## src/common/mpc_pkg.sv

```systemverilog
package mpc_pkg;
	// Register indices on the host address port.
	localparam logic [4:0] ADDR_CONFIG = 5'h00;
	localparam logic [4:0] ADDR_GAP = 5'h02;
	localparam logic [4:0] ADDR_REQUEST = 5'h03;
	localparam logic [4:0] ADDR_CONTROL = 5'h04;
	localparam logic [4:0] ADDR_WRITE_VALUE = 5'h05;
	localparam logic [4:0] ADDR_READ_VALUE = 5'h06;
	localparam logic [4:0] ADDR_INDICATORS = 5'h07;
	// Reset values.
	localparam logic [15:0] GAP_RESET_FAST = 16'h1018;
	localparam logic [15:0] GAP_RESET_SLOW = 16'h4060;
	localparam logic [15:0] CONTROL_RESET = 16'h061F;
	// Writable bit masks.
	localparam logic [15:0] GAP_MASK = 16'h7F7F;
	localparam logic [15:0] MII_CONTROL_MASK = 16'h9F1F;
	localparam logic [15:0] PMD_CONTROL_MASK = 16'h0003;
	localparam logic [15:0] TENBT_CONTROL_MASK = 16'h1F1F;
	// Field positions.
	localparam int GAP_TOTAL_LSB = 0;
	localparam int GAP_FIRST_LSB = 8;
	localparam int REQ_SINGLE_BIT = 0;
	localparam int REQ_REPEAT_BIT = 1;
	localparam int REG_NUMBER_LSB = 0;
	localparam int PHY_ADDRESS_LSB = 8;
	localparam int SQE_DISABLE_BIT = 15;
	localparam int MODE_LSB = 8;
	// Management serial clock divider: MDC period of at least 400 ns.
	localparam int MDC_MIN_NS = 400;
	localparam int CLK_PERIOD_NS = 4;
	localparam int MDC_HALF_CYCLES = (MDC_MIN_NS + 2 * CLK_PERIOD_NS - 1) / (2 * CLK_PERIOD_NS);
	// Interface modes.
	typedef enum logic [1:0] {
		MODE_MII = 2'h0,
		MODE_PMD = 2'h1,
		MODE_TENBT = 2'h2,
		MODE_RSVD = 2'h3
	} mpc_mode_t;
	typedef enum logic [1:0] {OP_READ, OP_WRITE} mpc_op_t;
endpackage

```

## src/verilog/mpc_regs.sv

```systemverilog
`timescale 1ns/10ps
// Notes on behaviour
// - Gap total is a 7-bit count in bits 0-6, in transmit clock periods.
// - Gap first part is a 7-bit count in bits 8-14; bits 7, 15 reserved.
// - Gap resets to 1018h in MII or PMD mode, 4060h in 10BASE-T mode.
// - Request bit 0 starts one management read and clears itself.
// - Request bit 1 keeps reading repeatedly until cleared.
// - Register 04h resets to 061Fh; its meaning follows the interface mode.
// - MII mode: bits 0-4 are register number, bits 8-12 PHY address.
// - MII mode: bit 15 disables the internal signal-quality-error check.
// - PMD mode: bit 0 drives loopback pin, bit 1 drives fiber-off pin.
// - 10BASE-T mode: bits 0-4 drive loopback, cable, polarity, long, duplex pins.
// - 10BASE-T mode: bits 8, 9, 11, 12 drive filter, link, port select pins.
// - Writing the write-value register stores it and, in MII mode with the engine idle, starts a management write.
// - Write-value and read-value registers have no defined reset value.
// - Read-value register returns the data of the last management read.
// - Indicator bit 0 is busy; read data is valid once it is zero.
// - Indicator bit 1 shows repeat reading until software clears the request.
// - Indicator bit 2 stays set until the first repeated read completes.
// - Indicator register is read-only, resets to zero, bits 3-15 reserved.
// - Interface mode is configuration bits 9:8: MII, PMD, 10BASE-T, reserved.
module mpc_regs (
	input wire logic ref_clk,
	input wire logic rst_n,
	input wire logic hostCs_n,
	input wire logic hostRw,
	input wire logic [4:0] hostAddr,
	input wire logic [15:0] hostWrData,
	output logic [15:0] hostRdData,
	input wire logic [15:0] configReg,
	output logic [6:0] gapTotal,
	output logic [6:0] gapFirstPart,
	output logic sqeCheckDisable,
	output logic phyLoopback_n,
	output logic fiberTxOff_n,
	output logic cableTypeSelect,
	output logic autoPolarityEnable,
	output logic longCable_n,
	output logic autoDuplex_n,
	output logic filterDisable,
	output logic linkDisable_n,
	output logic phyPowerDown_n,
	output logic twistedPairPort_n,
	output logic attachmentPort_n,
	output logic mdc,
	output logic mdioOut,
	output logic mdioOe,
	input wire logic mdioIn
);
	import mpc_pkg::*;

	mpc_mode_t mode;
	logic [15:0] gap_ff, nxt_gap, ctl_ff, nxt_ctl, wv_ff, nxt_wv, rv_ff, nxt_rv;
	logic [15:0] rd_ff, nxt_rd;
	logic repeat_ff, nxt_repeat, pending_ff, nxt_pending;
	logic gapInit_ff, nxt_gapInit, repCycle_ff, nxt_repCycle;
	logic cs_ff, nxt_cs;
	logic wr_last, nxt_wrLast;
	logic start, startWr, engBusy, engDone;
	logic [15:0] engRd;
	logic [15:0] pins_ff, nxt_pins;
	logic [1:0] pmdPins_ff, nxt_pmdPins;
	logic wrStrobe, rdStrobe;

	// Interface mode decoded from configuration bits 9:8.
	assign mode = mpc_mode_t'(configReg[MODE_LSB+1:MODE_LSB]);

	// A host access is taken on the first clock with chip select low.
	assign wrStrobe = !hostCs_n && cs_ff && !hostRw;
	assign rdStrobe = !hostCs_n && cs_ff && hostRw;

	// Gap reset value selected by mode.
	function automatic logic [15:0] gapDefault(input mpc_mode_t m);
		return (m == MODE_TENBT) ? GAP_RESET_SLOW : GAP_RESET_FAST;
	endfunction

	// Writable mask of register 04h in each mode.
	function automatic logic [15:0] ctlMask(input mpc_mode_t m);
		case (m)
			MODE_MII: ctlMask = MII_CONTROL_MASK;
			MODE_PMD: ctlMask = PMD_CONTROL_MASK;
			MODE_TENBT: ctlMask = TENBT_CONTROL_MASK;
			default: ctlMask = 16'h0000;
		endcase
	endfunction

	// Register file next values and management command launch.
	always_comb begin
		nxt_cs = hostCs_n;
		nxt_gap = gap_ff;
		nxt_ctl = ctl_ff;
		nxt_wv = wv_ff;
		nxt_rv = rv_ff;
		nxt_repeat = repeat_ff;
		nxt_pending = pending_ff;
		nxt_gapInit = 1'b0;
		nxt_repCycle = repCycle_ff;
		start = 1'b0;
		startWr = 1'b0;
		if (gapInit_ff) begin
			nxt_gap = gapDefault(mode);
		end
		if (wrStrobe) begin
			case (hostAddr)
				ADDR_GAP: nxt_gap = hostWrData & GAP_MASK;
				ADDR_CONTROL: begin
					nxt_ctl = (ctl_ff & ~ctlMask(mode)) | (hostWrData & ctlMask(mode));
				end
				ADDR_WRITE_VALUE: begin
					nxt_wv = hostWrData;
					if (mode == MODE_MII && !engBusy) begin
						start = 1'b1;
						startWr = 1'b1;
					end
				end
				ADDR_REQUEST: begin
					if (mode == MODE_MII) begin
						nxt_repeat = hostWrData[REQ_REPEAT_BIT];
						if (hostWrData[REQ_REPEAT_BIT] && !repeat_ff) begin
							nxt_pending = 1'b1;
						end
						if (!hostWrData[REQ_REPEAT_BIT]) begin
							nxt_pending = 1'b0;
						end
						// Single read bit is a pulse and never stored.
						if (hostWrData[REQ_SINGLE_BIT] && !engBusy) begin
							start = 1'b1;
						end
					end
				end
				default: begin
				end
			endcase
		end
		// Repeated reading relaunches on the cycle after the engine's done pulse.
		if (repeat_ff && !engBusy && !start && !engDone) begin
			start = 1'b1;
			nxt_repCycle = 1'b1;
		end
		if (engDone) begin
			if (!wr_last) begin
				nxt_rv = engRd;
				// A fresh repeat request in this cycle keeps the flag set.
				if (repCycle_ff && repeat_ff) begin
					nxt_pending = 1'b0;
				end
			end
			nxt_repCycle = 1'b0;
		end
	end

	// Remembers whether the running frame is a write.
	always_comb begin
		nxt_wrLast = start ? startWr : wr_last;
	end

	// Read multiplexer; reserved and unmapped reads return zero.
	always_comb begin
		nxt_rd = rd_ff;
		if (rdStrobe) begin
			case (hostAddr)
				ADDR_GAP: nxt_rd = gap_ff & GAP_MASK;
				ADDR_CONTROL: nxt_rd = ctl_ff;
				ADDR_WRITE_VALUE: nxt_rd = wv_ff;
				ADDR_READ_VALUE: nxt_rd = rv_ff;
				ADDR_INDICATORS: nxt_rd = {13'h0000, pending_ff, repeat_ff, engBusy};
				default: nxt_rd = 16'h0000;
			endcase
		end
	end

	// Pin levels follow register 04h according to the interface mode.
	always_comb begin
		nxt_pins = pins_ff;
		nxt_pmdPins = pmdPins_ff;
		case (mode)
			MODE_MII: nxt_pins[SQE_DISABLE_BIT] = ctl_ff[SQE_DISABLE_BIT];
			MODE_PMD: begin
				nxt_pmdPins = ctl_ff[1:0];
				nxt_pins[0] = ctl_ff[0];
			end
			MODE_TENBT: nxt_pins[12:0] = ctl_ff[12:0];
			default: begin
			end
		endcase
	end

	// State registers; the gap default loads on the first clock after release.
	always_ff @(posedge ref_clk or negedge rst_n) begin
		if (!rst_n) begin
			gap_ff <= GAP_RESET_FAST;
			gapInit_ff <= 1'b1;
			ctl_ff <= CONTROL_RESET;
			repeat_ff <= 1'b0;
			pending_ff <= 1'b0;
			repCycle_ff <= 1'b0;
			wr_last <= 1'b0;
			cs_ff <= 1'b1;
			rd_ff <= 16'h0000;
			pins_ff <= CONTROL_RESET;
			pmdPins_ff <= CONTROL_RESET[1:0];
		end else begin
			gap_ff <= nxt_gap;
			gapInit_ff <= nxt_gapInit;
			ctl_ff <= nxt_ctl;
			repeat_ff <= nxt_repeat;
			pending_ff <= nxt_pending;
			repCycle_ff <= nxt_repCycle;
			wr_last <= nxt_wrLast;
			cs_ff <= nxt_cs;
			rd_ff <= nxt_rd;
			pins_ff <= nxt_pins;
			pmdPins_ff <= nxt_pmdPins;
		end
	end

	// Data registers carry no reset value.
	always_ff @(posedge ref_clk) begin
		wv_ff <= nxt_wv;
		rv_ff <= nxt_rv;
	end

	// Management frame engine; uses PHY address and register number fields.
	mpc_mgmt_engine #(
		.HALF_CYCLES(MDC_HALF_CYCLES)
	) uEngine (
		.ref_clk(ref_clk),
		.rst_n(rst_n),
		.start(start),
		.isWrite(startWr),
		.phyAddr(ctl_ff[PHY_ADDRESS_LSB+4:PHY_ADDRESS_LSB]),
		.regNum(ctl_ff[REG_NUMBER_LSB+4:REG_NUMBER_LSB]),
		.wrData(nxt_wv),
		.busy(engBusy),
		.done(engDone),
		.rdData(engRd),
		.mdc(mdc),
		.mdioOut(mdioOut),
		.mdioOe(mdioOe),
		.mdioIn(mdioIn)
	);

	assign hostRdData = rd_ff;
	assign gapTotal = gap_ff[GAP_TOTAL_LSB+6:GAP_TOTAL_LSB];
	assign gapFirstPart = gap_ff[GAP_FIRST_LSB+6:GAP_FIRST_LSB];
	assign sqeCheckDisable = pins_ff[SQE_DISABLE_BIT];
	assign phyLoopback_n = pins_ff[0];
	assign fiberTxOff_n = pmdPins_ff[1];
	assign cableTypeSelect = pins_ff[1];
	assign autoPolarityEnable = pins_ff[2];
	assign longCable_n = pins_ff[3];
	assign autoDuplex_n = pins_ff[4];
	assign filterDisable = pins_ff[8];
	assign linkDisable_n = pins_ff[9];
	assign phyPowerDown_n = pins_ff[10];
	assign twistedPairPort_n = pins_ff[11];
	assign attachmentPort_n = pins_ff[12];
endmodule

```

## src/verilog/mpc_mgmt_engine.sv

```systemverilog
`timescale 1ns/10ps
// Serial management engine: runs one read or write frame on MDC/MDIO.
module mpc_mgmt_engine #(
	parameter int HALF_CYCLES = mpc_pkg::MDC_HALF_CYCLES
) (
	input wire logic ref_clk,
	input wire logic rst_n,
	input wire logic start,
	input wire logic isWrite,
	input wire logic [4:0] phyAddr,
	input wire logic [4:0] regNum,
	input wire logic [15:0] wrData,
	output logic busy,
	output logic done,
	output logic [15:0] rdData,
	output logic mdc,
	output logic mdioOut,
	output logic mdioOe,
	input wire logic mdioIn
);
	import mpc_pkg::*;

	initial begin
		if (HALF_CYCLES < 1 || HALF_CYCLES > 256) begin
			$error("HALF_CYCLES must lie between 1 and 256");
		end
	end

	logic [7:0] divCnt_ff, nxt_divCnt;
	logic [6:0] bitCnt_ff, nxt_bitCnt;
	logic [63:0] shift_ff, nxt_shift;
	logic [15:0] rdData_ff, nxt_rdData;
	logic busy_ff, nxt_busy, done_ff, nxt_done, mdc_ff, nxt_mdc;
	logic oe_ff, nxt_oe, wr_ff, nxt_wr;

	// Frame: 32 preamble ones, start, op, addresses, turnaround, 16 data bits.
	always_comb begin
		nxt_divCnt = divCnt_ff;
		nxt_bitCnt = bitCnt_ff;
		nxt_shift = shift_ff;
		nxt_rdData = rdData_ff;
		nxt_busy = busy_ff;
		nxt_done = 1'b0;
		nxt_mdc = mdc_ff;
		nxt_oe = oe_ff;
		nxt_wr = wr_ff;
		if (!busy_ff) begin
			if (start) begin
				nxt_busy = 1'b1;
				nxt_wr = isWrite;
				nxt_bitCnt = 7'd0;
				nxt_divCnt = 8'd0;
				nxt_oe = 1'b1;
				nxt_shift = {32'hFFFFFFFF, 2'b01, isWrite ? 2'b01 : 2'b10, phyAddr, regNum,
					2'b10, isWrite ? wrData : 16'h0000};
			end
		end else if (divCnt_ff == 8'(HALF_CYCLES - 1)) begin
			nxt_divCnt = 8'd0;
			nxt_mdc = ~mdc_ff;
			if (mdc_ff) begin
				// Falling edge: advance to the next bit.
				nxt_shift = {shift_ff[62:0], 1'b0};
				nxt_bitCnt = bitCnt_ff + 7'd1;
				if (!wr_ff && bitCnt_ff == 7'd45) begin
					nxt_oe = 1'b0;
				end
				if (bitCnt_ff == 7'd63) begin
					nxt_busy = 1'b0;
					nxt_done = 1'b1;
					nxt_oe = 1'b0;
				end
			end else if (!wr_ff && bitCnt_ff >= 7'd48) begin
				// Rising edge: capture read data.
				nxt_rdData = {rdData_ff[14:0], mdioIn};
			end
		end else begin
			nxt_divCnt = divCnt_ff + 8'd1;
		end
	end

	// Engine state registers.
	always_ff @(posedge ref_clk or negedge rst_n) begin
		if (!rst_n) begin
			divCnt_ff <= 8'h00;
			bitCnt_ff <= 7'h00;
			shift_ff <= 64'h0;
			rdData_ff <= 16'h0000;
			busy_ff <= 1'b0;
			done_ff <= 1'b0;
			mdc_ff <= 1'b0;
			oe_ff <= 1'b0;
			wr_ff <= 1'b0;
		end else begin
			divCnt_ff <= nxt_divCnt;
			bitCnt_ff <= nxt_bitCnt;
			shift_ff <= nxt_shift;
			rdData_ff <= nxt_rdData;
			busy_ff <= nxt_busy;
			done_ff <= nxt_done;
			mdc_ff <= nxt_mdc;
			oe_ff <= nxt_oe;
			wr_ff <= nxt_wr;
		end
	end

	assign busy = busy_ff;
	assign done = done_ff;
	assign rdData = rdData_ff;
	assign mdc = mdc_ff;
	assign mdioOut = shift_ff[63];
	assign mdioOe = oe_ff;
endmodule

```

## config.mk

```make
export PLATFORM = sky130hd
export DESIGN_NAME = mpc_regs
export DESIGN_NICKNAME = d
export VERILOG_FILES = /design/src/common/mpc_pkg.sv /design/src/verilog/mpc_regs.sv /design/src/verilog/mpc_mgmt_engine.sv
export SDC_FILE = /design/constraint.sdc
export NUM_CORES = 1
export LEC_CHECK = 0
export BUFFER_PORTS_ARGS = -buffer_cell sky130_fd_sc_hd__buf_2
export CORE_UTILIZATION = 60
export DETAILED_ROUTE_END_ITERATION = 6
export PLACE_DENSITY = 0.88
export SETUP_SLACK_MARGIN = 0.5
export SLEW_MARGIN = 10
export SYNTH_ARGS = -nofsm -noshare
export SYNTH_HDL_FRONTEND = slang
export SYNTH_HIERARCHICAL = 1
export SYNTH_SLANG_ARGS = --single-unit
```

## constraint.sdc

```tcl
create_clock -name ref_clk -period 6.2 [get_ports ref_clk]
set_clock_uncertainty 0.05 [all_clocks]
set_input_delay 0.62 -clock ref_clk [delete_from_list [all_inputs] [get_ports ref_clk]]
set_output_delay 0.62 -clock ref_clk [all_outputs]
set_load 0.01 [all_outputs]
```

# After elaboration in Yosys (flattened, before gate mapping)
# Cells that the tools add are included.
[word_totals] ff_bits=202 output_inout_bits=45
[classes] n_eq_ne=14 add_sub_neg=2 bitwise=7 n_reduce_logical=31 mux=56 n_lt_le_gt_ge=1
[ops] cell="64-bit two-way mux" n=4
[ops] cell="16-bit two-way mux" n=8
[ops] cell="16-bit case mux with 5 select lines" n=1
[ops] cell="16-bit case mux with 3 select lines" n=1
[ops] cell="16-bit AND" n=2
[ops] cell="1-bit two-way mux" n=32
[ops] cell="7-bit two-way mux" n=4
[ops] cell="8-bit two-way mux" n=3
[ops] cell="5-bit by 3-bit == test with 1-bit output (second input constant)" n=4
[ops] cell="16-bit inverter" n=1
[ops] cell="16-bit OR" n=1
[ops] cell="15-bit two-way mux" n=1
[ops] cell="7-bit by 6-bit == test with 1-bit output (second input constant)" n=2
[ops] cell="1-bit logical AND" n=12
[ops] cell="5-bit by 2-bit == test with 1-bit output (second input constant)" n=2
[ops] cell="8-bit by 1-bit adder with 8-bit output (second input constant)" n=1
[ops] cell="8-bit by 6-bit == test with 1-bit output (second input constant)" n=1
[ops] cell="2-bit AND reduction" n=4
[ops] cell="4-bit AND reduction" n=2
[ops] cell="7-bit by 1-bit adder with 7-bit output (second input constant)" n=1
[ops] cell="7-bit by 6-bit >= comparator with 1-bit output (second input constant)" n=1
[ops] cell="1-bit logical NOT" n=7
[ops] cell="3-bit AND reduction" n=2
[ops] cell="2-bit != test (second input constant)" n=2
[ops] cell="9 further kinds" n=12

# Logic depth before layout (Yosys ltp)
[depth] word_depth=12 ltp_mapped=10

# Cells and area by module
# Netlist, hierarchy kept.
[modules_own_cells] module="mpc_mgmt_engine" instances=1 area_each_um2=4583.1 cells_each=423 seq_area_each_um2=2502.4
[modules_own_cells] module="mpc_regs" instances=1 area_each_um2=3942.5 cells_each=322 seq_area_each_um2=2302.2

# Worst setup path after synthesis
# OpenSTA, ideal clock, no wires.
[synth_timing] path_kind="input to register" from="input hostAddr[0]" to="register uEngine.shift_ff[29]" arrival_ps=2926 stages=9 setup_slack_ps=3101 n_path_buf=3 setup_time_ps=123 path_cell_list="clkbuf_1 > nor3b_1 > nand4b_1 > o21ai_0 > nor2b_1 > clkbuf_1 > clkbuf_1 > nand2_1 > o221a_1"
[synth_via] elab_chain_cells=9
[synth_lines] item="start: declaration" line_no="mpc_regs.sv:27" text="input wire logic [4:0] hostAddr,"
[synth_lines] item="5-bit by 2-bit == test with 1-bit output / 5-bit by 3-bit == test with 1-bit output (equally long branches)" line_no="mpc_regs.sv:104" text="case (hostAddr)"
[synth_lines] item="1-bit case mux with 2 select lines *" line_no="mpc_regs.sv:104"
[synth_lines] item="1-bit two-way mux *" line_no="mpc_regs.sv:103" text="if (wrStrobe) begin"
[synth_lines] item="1-bit logical NOT" line_no="mpc_regs.sv:136" text="if (repeat_ff && !engBusy && !start && !engDone) begin"
[synth_lines] item="1-bit logical AND (2 in series)" line_no="mpc_regs.sv:136"
[synth_lines] item="1-bit two-way mux *" line_no="mpc_regs.sv:136"
[synth_lines] item="net start" line_no="mpc_regs.sv:59" text="logic start, startWr, engBusy, engDone;"
[synth_lines] item="2-bit nonzero test (no line) *"
[synth_lines] item="3-bit AND reduction (no line) *"
[synth_lines] item="end signal: assignment" line_no="mpc_mgmt_engine.sv:96" text="shift_ff <= nxt_shift;"
[synth_lines] item="end: declaration" line_no="mpc_mgmt_engine.sv:31" text="logic [63:0] shift_ff, nxt_shift;"
# Mark *: on every way through the listed nets, which the timed path passes. The rest lies on a longest branch. The select of a mux whose other input is x is not followed.
# A chain may end at the register's enable or synchronous reset.

# Worst setup path after layout
[layout_timing] from="input hostAddr[2]" to="register uEngine.shift_ff[1]"
[layout_lines] item="5-bit by 3-bit == test with 1-bit output" line_no="mpc_regs.sv:104"
[layout_lines] item="1-bit two-way mux" line_no="mpc_regs.sv:104"
[layout_lines] item="1-bit two-way mux" line_no="mpc_regs.sv:103"
[layout_lines] item="net startWr" line_no="mpc_regs.sv:59"
[layout_lines] item="16-bit two-way mux" line_no="mpc_mgmt_engine.sv:55" text="2'b10, isWrite ? wrData : 16'h0000};"
[layout_lines] item="64-bit two-way mux" line_no="mpc_mgmt_engine.sv:48" text="if (start) begin"
[layout_lines] item="64-bit two-way mux" line_no="mpc_mgmt_engine.sv:47" text="if (!busy_ff) begin"
# The timed path passes the listed nets, and every way through them passes these cells. The select of a mux whose other input is x is not followed.

==> flow_metrics.py <==
metrics = {
    "run_status": {
        "status": "complete, no violations",
    },
    "timing": {
        "hold_viol": 0,
        "setup_violations": 0,
        "final.setup.tns_ns": 0,
        "max_freq_mhz": 268,
        "slew_violations": 0,
        "worstMarginPinSlew_ns": 1.23,
        "fin_crit_sh": 0.603,
        "slew_headroom": 0.180,
        "finalCriticalPeriod_ns": 3.74,
        "rsz0062_at_grt": "no",
    },
    "critical_path": {
        "cp_data_required_time_ns": 6.52,
        "crit_fanout": 24,
        "path_delay_family": "simple AND/OR/NAND/NOR gates",
        "arrival_ns": 4.06,
        "crit_top_cell": "nand2_1",
        "slowest_delay_ns": 1.07,
        "cp_slowest_cell": "nor2_1",
        "critPathLaunchType": "primary input",
        "critPathBufInv": 1,
        "end_kind": "flop",
        "critPathKind": "primary input to flop",
        "path_cells": "buf_2 > or4b_4 > nor2_4 > nand2_2 > nor2_1 > nand2_1 > nand2_1 > o221a_2",
    },
    "global_route": {
        "grt.total_usage": 0.295,
        "grt_pass1_wl_um": 32600,
        "grt_pass1_vias": 6278,
        "grt_max_degree": 109,
        "grt_overflow": 0,
        "antenna_found_initial": 1,
    },
    "clock_network": {
        "clock_latency_ns": 0.43,
        "clk_pin_slew_ns": 0.07,
        "post_cts_buffers": 0,
        "cts-buffers-inserted": 17,
        "cts_hold_buf": 0,
        "h-tree-depth": 4,
        "cts_resized": 0,
        "clockBufferDepth": 2,
        "cts.sinks": 191,
        "cts-root-buf": "clkbuf_16",
        "cts_tree": "done",
    },
    "power": {
        "internal-power_w": 0.00189,
        "powerDensity_nw_per_um2": 260,
        "p_switching_w": 0.000581,
        "switching_share": 0.235,
        "p_leak_nw": 4.01,
        "p_clk_frac": 0.426,
        "p_comb_frac": 0.047,
        "pwr-share-seq": 0.528,
        "ir_drop_mv": 0.212,
    },
    "placed_design": {
        "dp_hpwl_um": 12900,
        "place_inst": 953,
        "io_buffers": 72,
        "globalplace.congestion": 0.905,
    },
    "final_layout": {
        "multi_input_comb_area_um2": 3440,
        "fin_cells": 985,
        "seqCellArea_um2": 4800,
        "antenna_cells": 0,
        "area.growth.synth_to_final_pct": 11.3,
        "fin_util": 0.684,
        "num-fill-cells": 955,
        "nets": 843,
        "layout-drive-gt1-share": 0.278,
    },
    "routing": {
        "antenna_left": 0,
        "dr.pass1.iters": 7,
        "drt_iter0_drc": 823,
        "avgViaCountPerCell": 6.41,
        "wirelength_um": 20400,
        "wl_per_cell_um": 20.7,
        "via_count": 6313,
        "drc": 0,
    },
    "die": {
        "chipHeight_um": 121,
        "rows": 43,
        "io_pins": 87,
        "dieArea_um2": 14700,
        "die_x_um": 121,
        "start_util": 0.614,
        "core_um2": 13900,
    },
    "logic_synthesis": {
        "synth_area_um2": 8530,
        "avgSynthCellArea_um2": 11.4,
        "syn_inst": 745,
        "synth_area_leaders": "dfrtp_1 41%, mux2_2 6.2%, dfstp_2 6.2%",
        "async_reset_ff_frac": 0.832,
        "synth_top_cell_by_area": "dfrtp_1",
        "synth_cell_types": 62,
        "synth_top_flop_cell": "dfrtp_1",
        "yosysSeqAreaShare": 0.564,
        "synth_top_area_frac": 0.408,
        "synth_edf_count": 16,
        "syn-num-nets": 796,
        "ys_warn_count": 6,
        "ys_ff_latch": 191,
    },
    "worst_hold_path": {
        "worstHoldPathType": "primary input to async pin",
    },
    "job": {
        "drv_cap": 0,
    },
}
==> Yosys cell counts, types with 4 or more instances <==
cell,n
nand3_1,9
nand3b_1,8
o21a_1,4
o21ai_0,26
mux2_2,47
o211ai_1,5
dfxtp_1,16
nand2_1,76
nand2b_1,25
mux2_4,10
nor3b_1,4
or3b_2,4
buf_6,6
nand4_1,6
dfstp_2,20
a21oi_1,52
o221a_1,11
dfrtp_1,139
nor2_1,59
ha_1,9
nor4_1,38
clkbuf_1,33
mux2i_1,24
nor2b_1,5
o221a_2,18
o31ai_1,4
a22oi_1,10
inv_1,10
buf_2,7
edfxtp_1,16
==> worst register-to-register path, delay by kind of cell (launching register included) <==
| family | cells | cell delay [ns] |
|---|---|---|
| AO/OA/AOI/OAI | 3 | 1.41 |
| flip-flops | 1 | 0.54 |
| AND/OR/NAND/NOR | 3 | 1.27 |
==> state kept, by name, summed over array words and instances, names as in the netlist, 7 cells and up, named ones only <==
| name | flops |
|---|---|
| wv_ff | 16 |
| hostRdData | 16 |
| pins_ff | 11 |
| rv_ff | 16 |
| uEngine/shift_ff | 64 |
| uEngine/rdData | 16 |
| gap_ff | 14 |
| uEngine/divCnt_ff | 8 |
| uEngine/bitCnt_ff | 7 |
==> final cells by class <==
class	count	area share
clock inverters	14	0.0141
inverters	11	0.00435
clock buffers	18	0.0452
flip-flops and latches	191	0.506
well taps	180	0.0237
repair buffers	78	0.0434
multi-input cells	493	0.363
==> power groups by stage <==
stage               Clock, W  Sequential (W)  Combinational [W]
floorplan                  0         0.00133          0.0000512
global placement           0         0.00133           0.000109
CTS                  0.00106         0.00130           0.000115
detailed placement         0         0.00133           0.000114
finish               0.00105         0.00130           0.000115
global route         0.00111         0.00131           0.000125
==> placed cells by master (no fill, tap or decap), types with 18 or more instances in the layout <==
| cell | instances |
|---|---|
| dfrtp_1 | 139 |
| nand2_1 | 76 |
| buf_2 | 71 |
| nor2_1 | 59 |
| a21oi_1 | 52 |
| mux2_2 | 47 |
| nor4_1 | 38 |
| o21ai_0 | 26 |
| nand2b_1 | 25 |
| mux2i_1 | 24 |
| dfstp_2 | 20 |
| o221a_2 | 18 |
==> path summary, 6_finish.rpt <==
path / start / to / slack [ns] / depth (start not counted)
worst max register to register: cs_ff / uEngine/shift_ff[3] / 2.88 / 6
worst max-delay path: hostAddr[2] / uEngine/shift_ff[1] / 2.46 / 8
min in group ref_clk: hostCs_n / cs_ff / 0.26 / 1
max in group asynchronous: rst_n / uEngine/shift_ff[9] / 4.57 / 2
worst min-delay path: rst_n / uEngine/rdData[5] / 0.24 / 1
worst min register to register: uEngine/rdData[15] / rv_ff[15] / 0.41 / 0
==> logic make-up (layout without fill, tap and decap cells) <==
group	count (synthesis)	after routing	share of synthesized area
buf+inv	61	121	0.0336
other cells	1	1	0.000440
fa+ha+maj	9	9	0.0132
simple gates	256	256	0.160
compound gates	144	144	0.119
xor+xnor	2	2	0.00205
flops	191	191	0.564
mux	81	81	0.108
==> metal layers <==
layer / track usage / vias to the layer above / wire length, um
met5: 0 / - / 13
met4: 0.124 / 2 / 592
met3: 0.0794 / 58 / 1600
met2: 0.455 / 323 / 9950
met1: 0.395 / 3131 / 8240
li1: - / 2799 / -
==> stage by stage <==
stage                     total power, W  setup slack [ns]  hold WS, ns  area, um^2
after floorplan                  0.00138              3.10        0.274        8530
after global placement           0.00143              2.38        0.381        8920
after detailed placement         0.00144              2.18        0.388        8920
after CTS                        0.00248              2.60        0.247        9490
after global routing             0.00254              2.29        0.239        9490
final                            0.00247              2.46        0.243        9490
(Power assumes the default switching activity.)
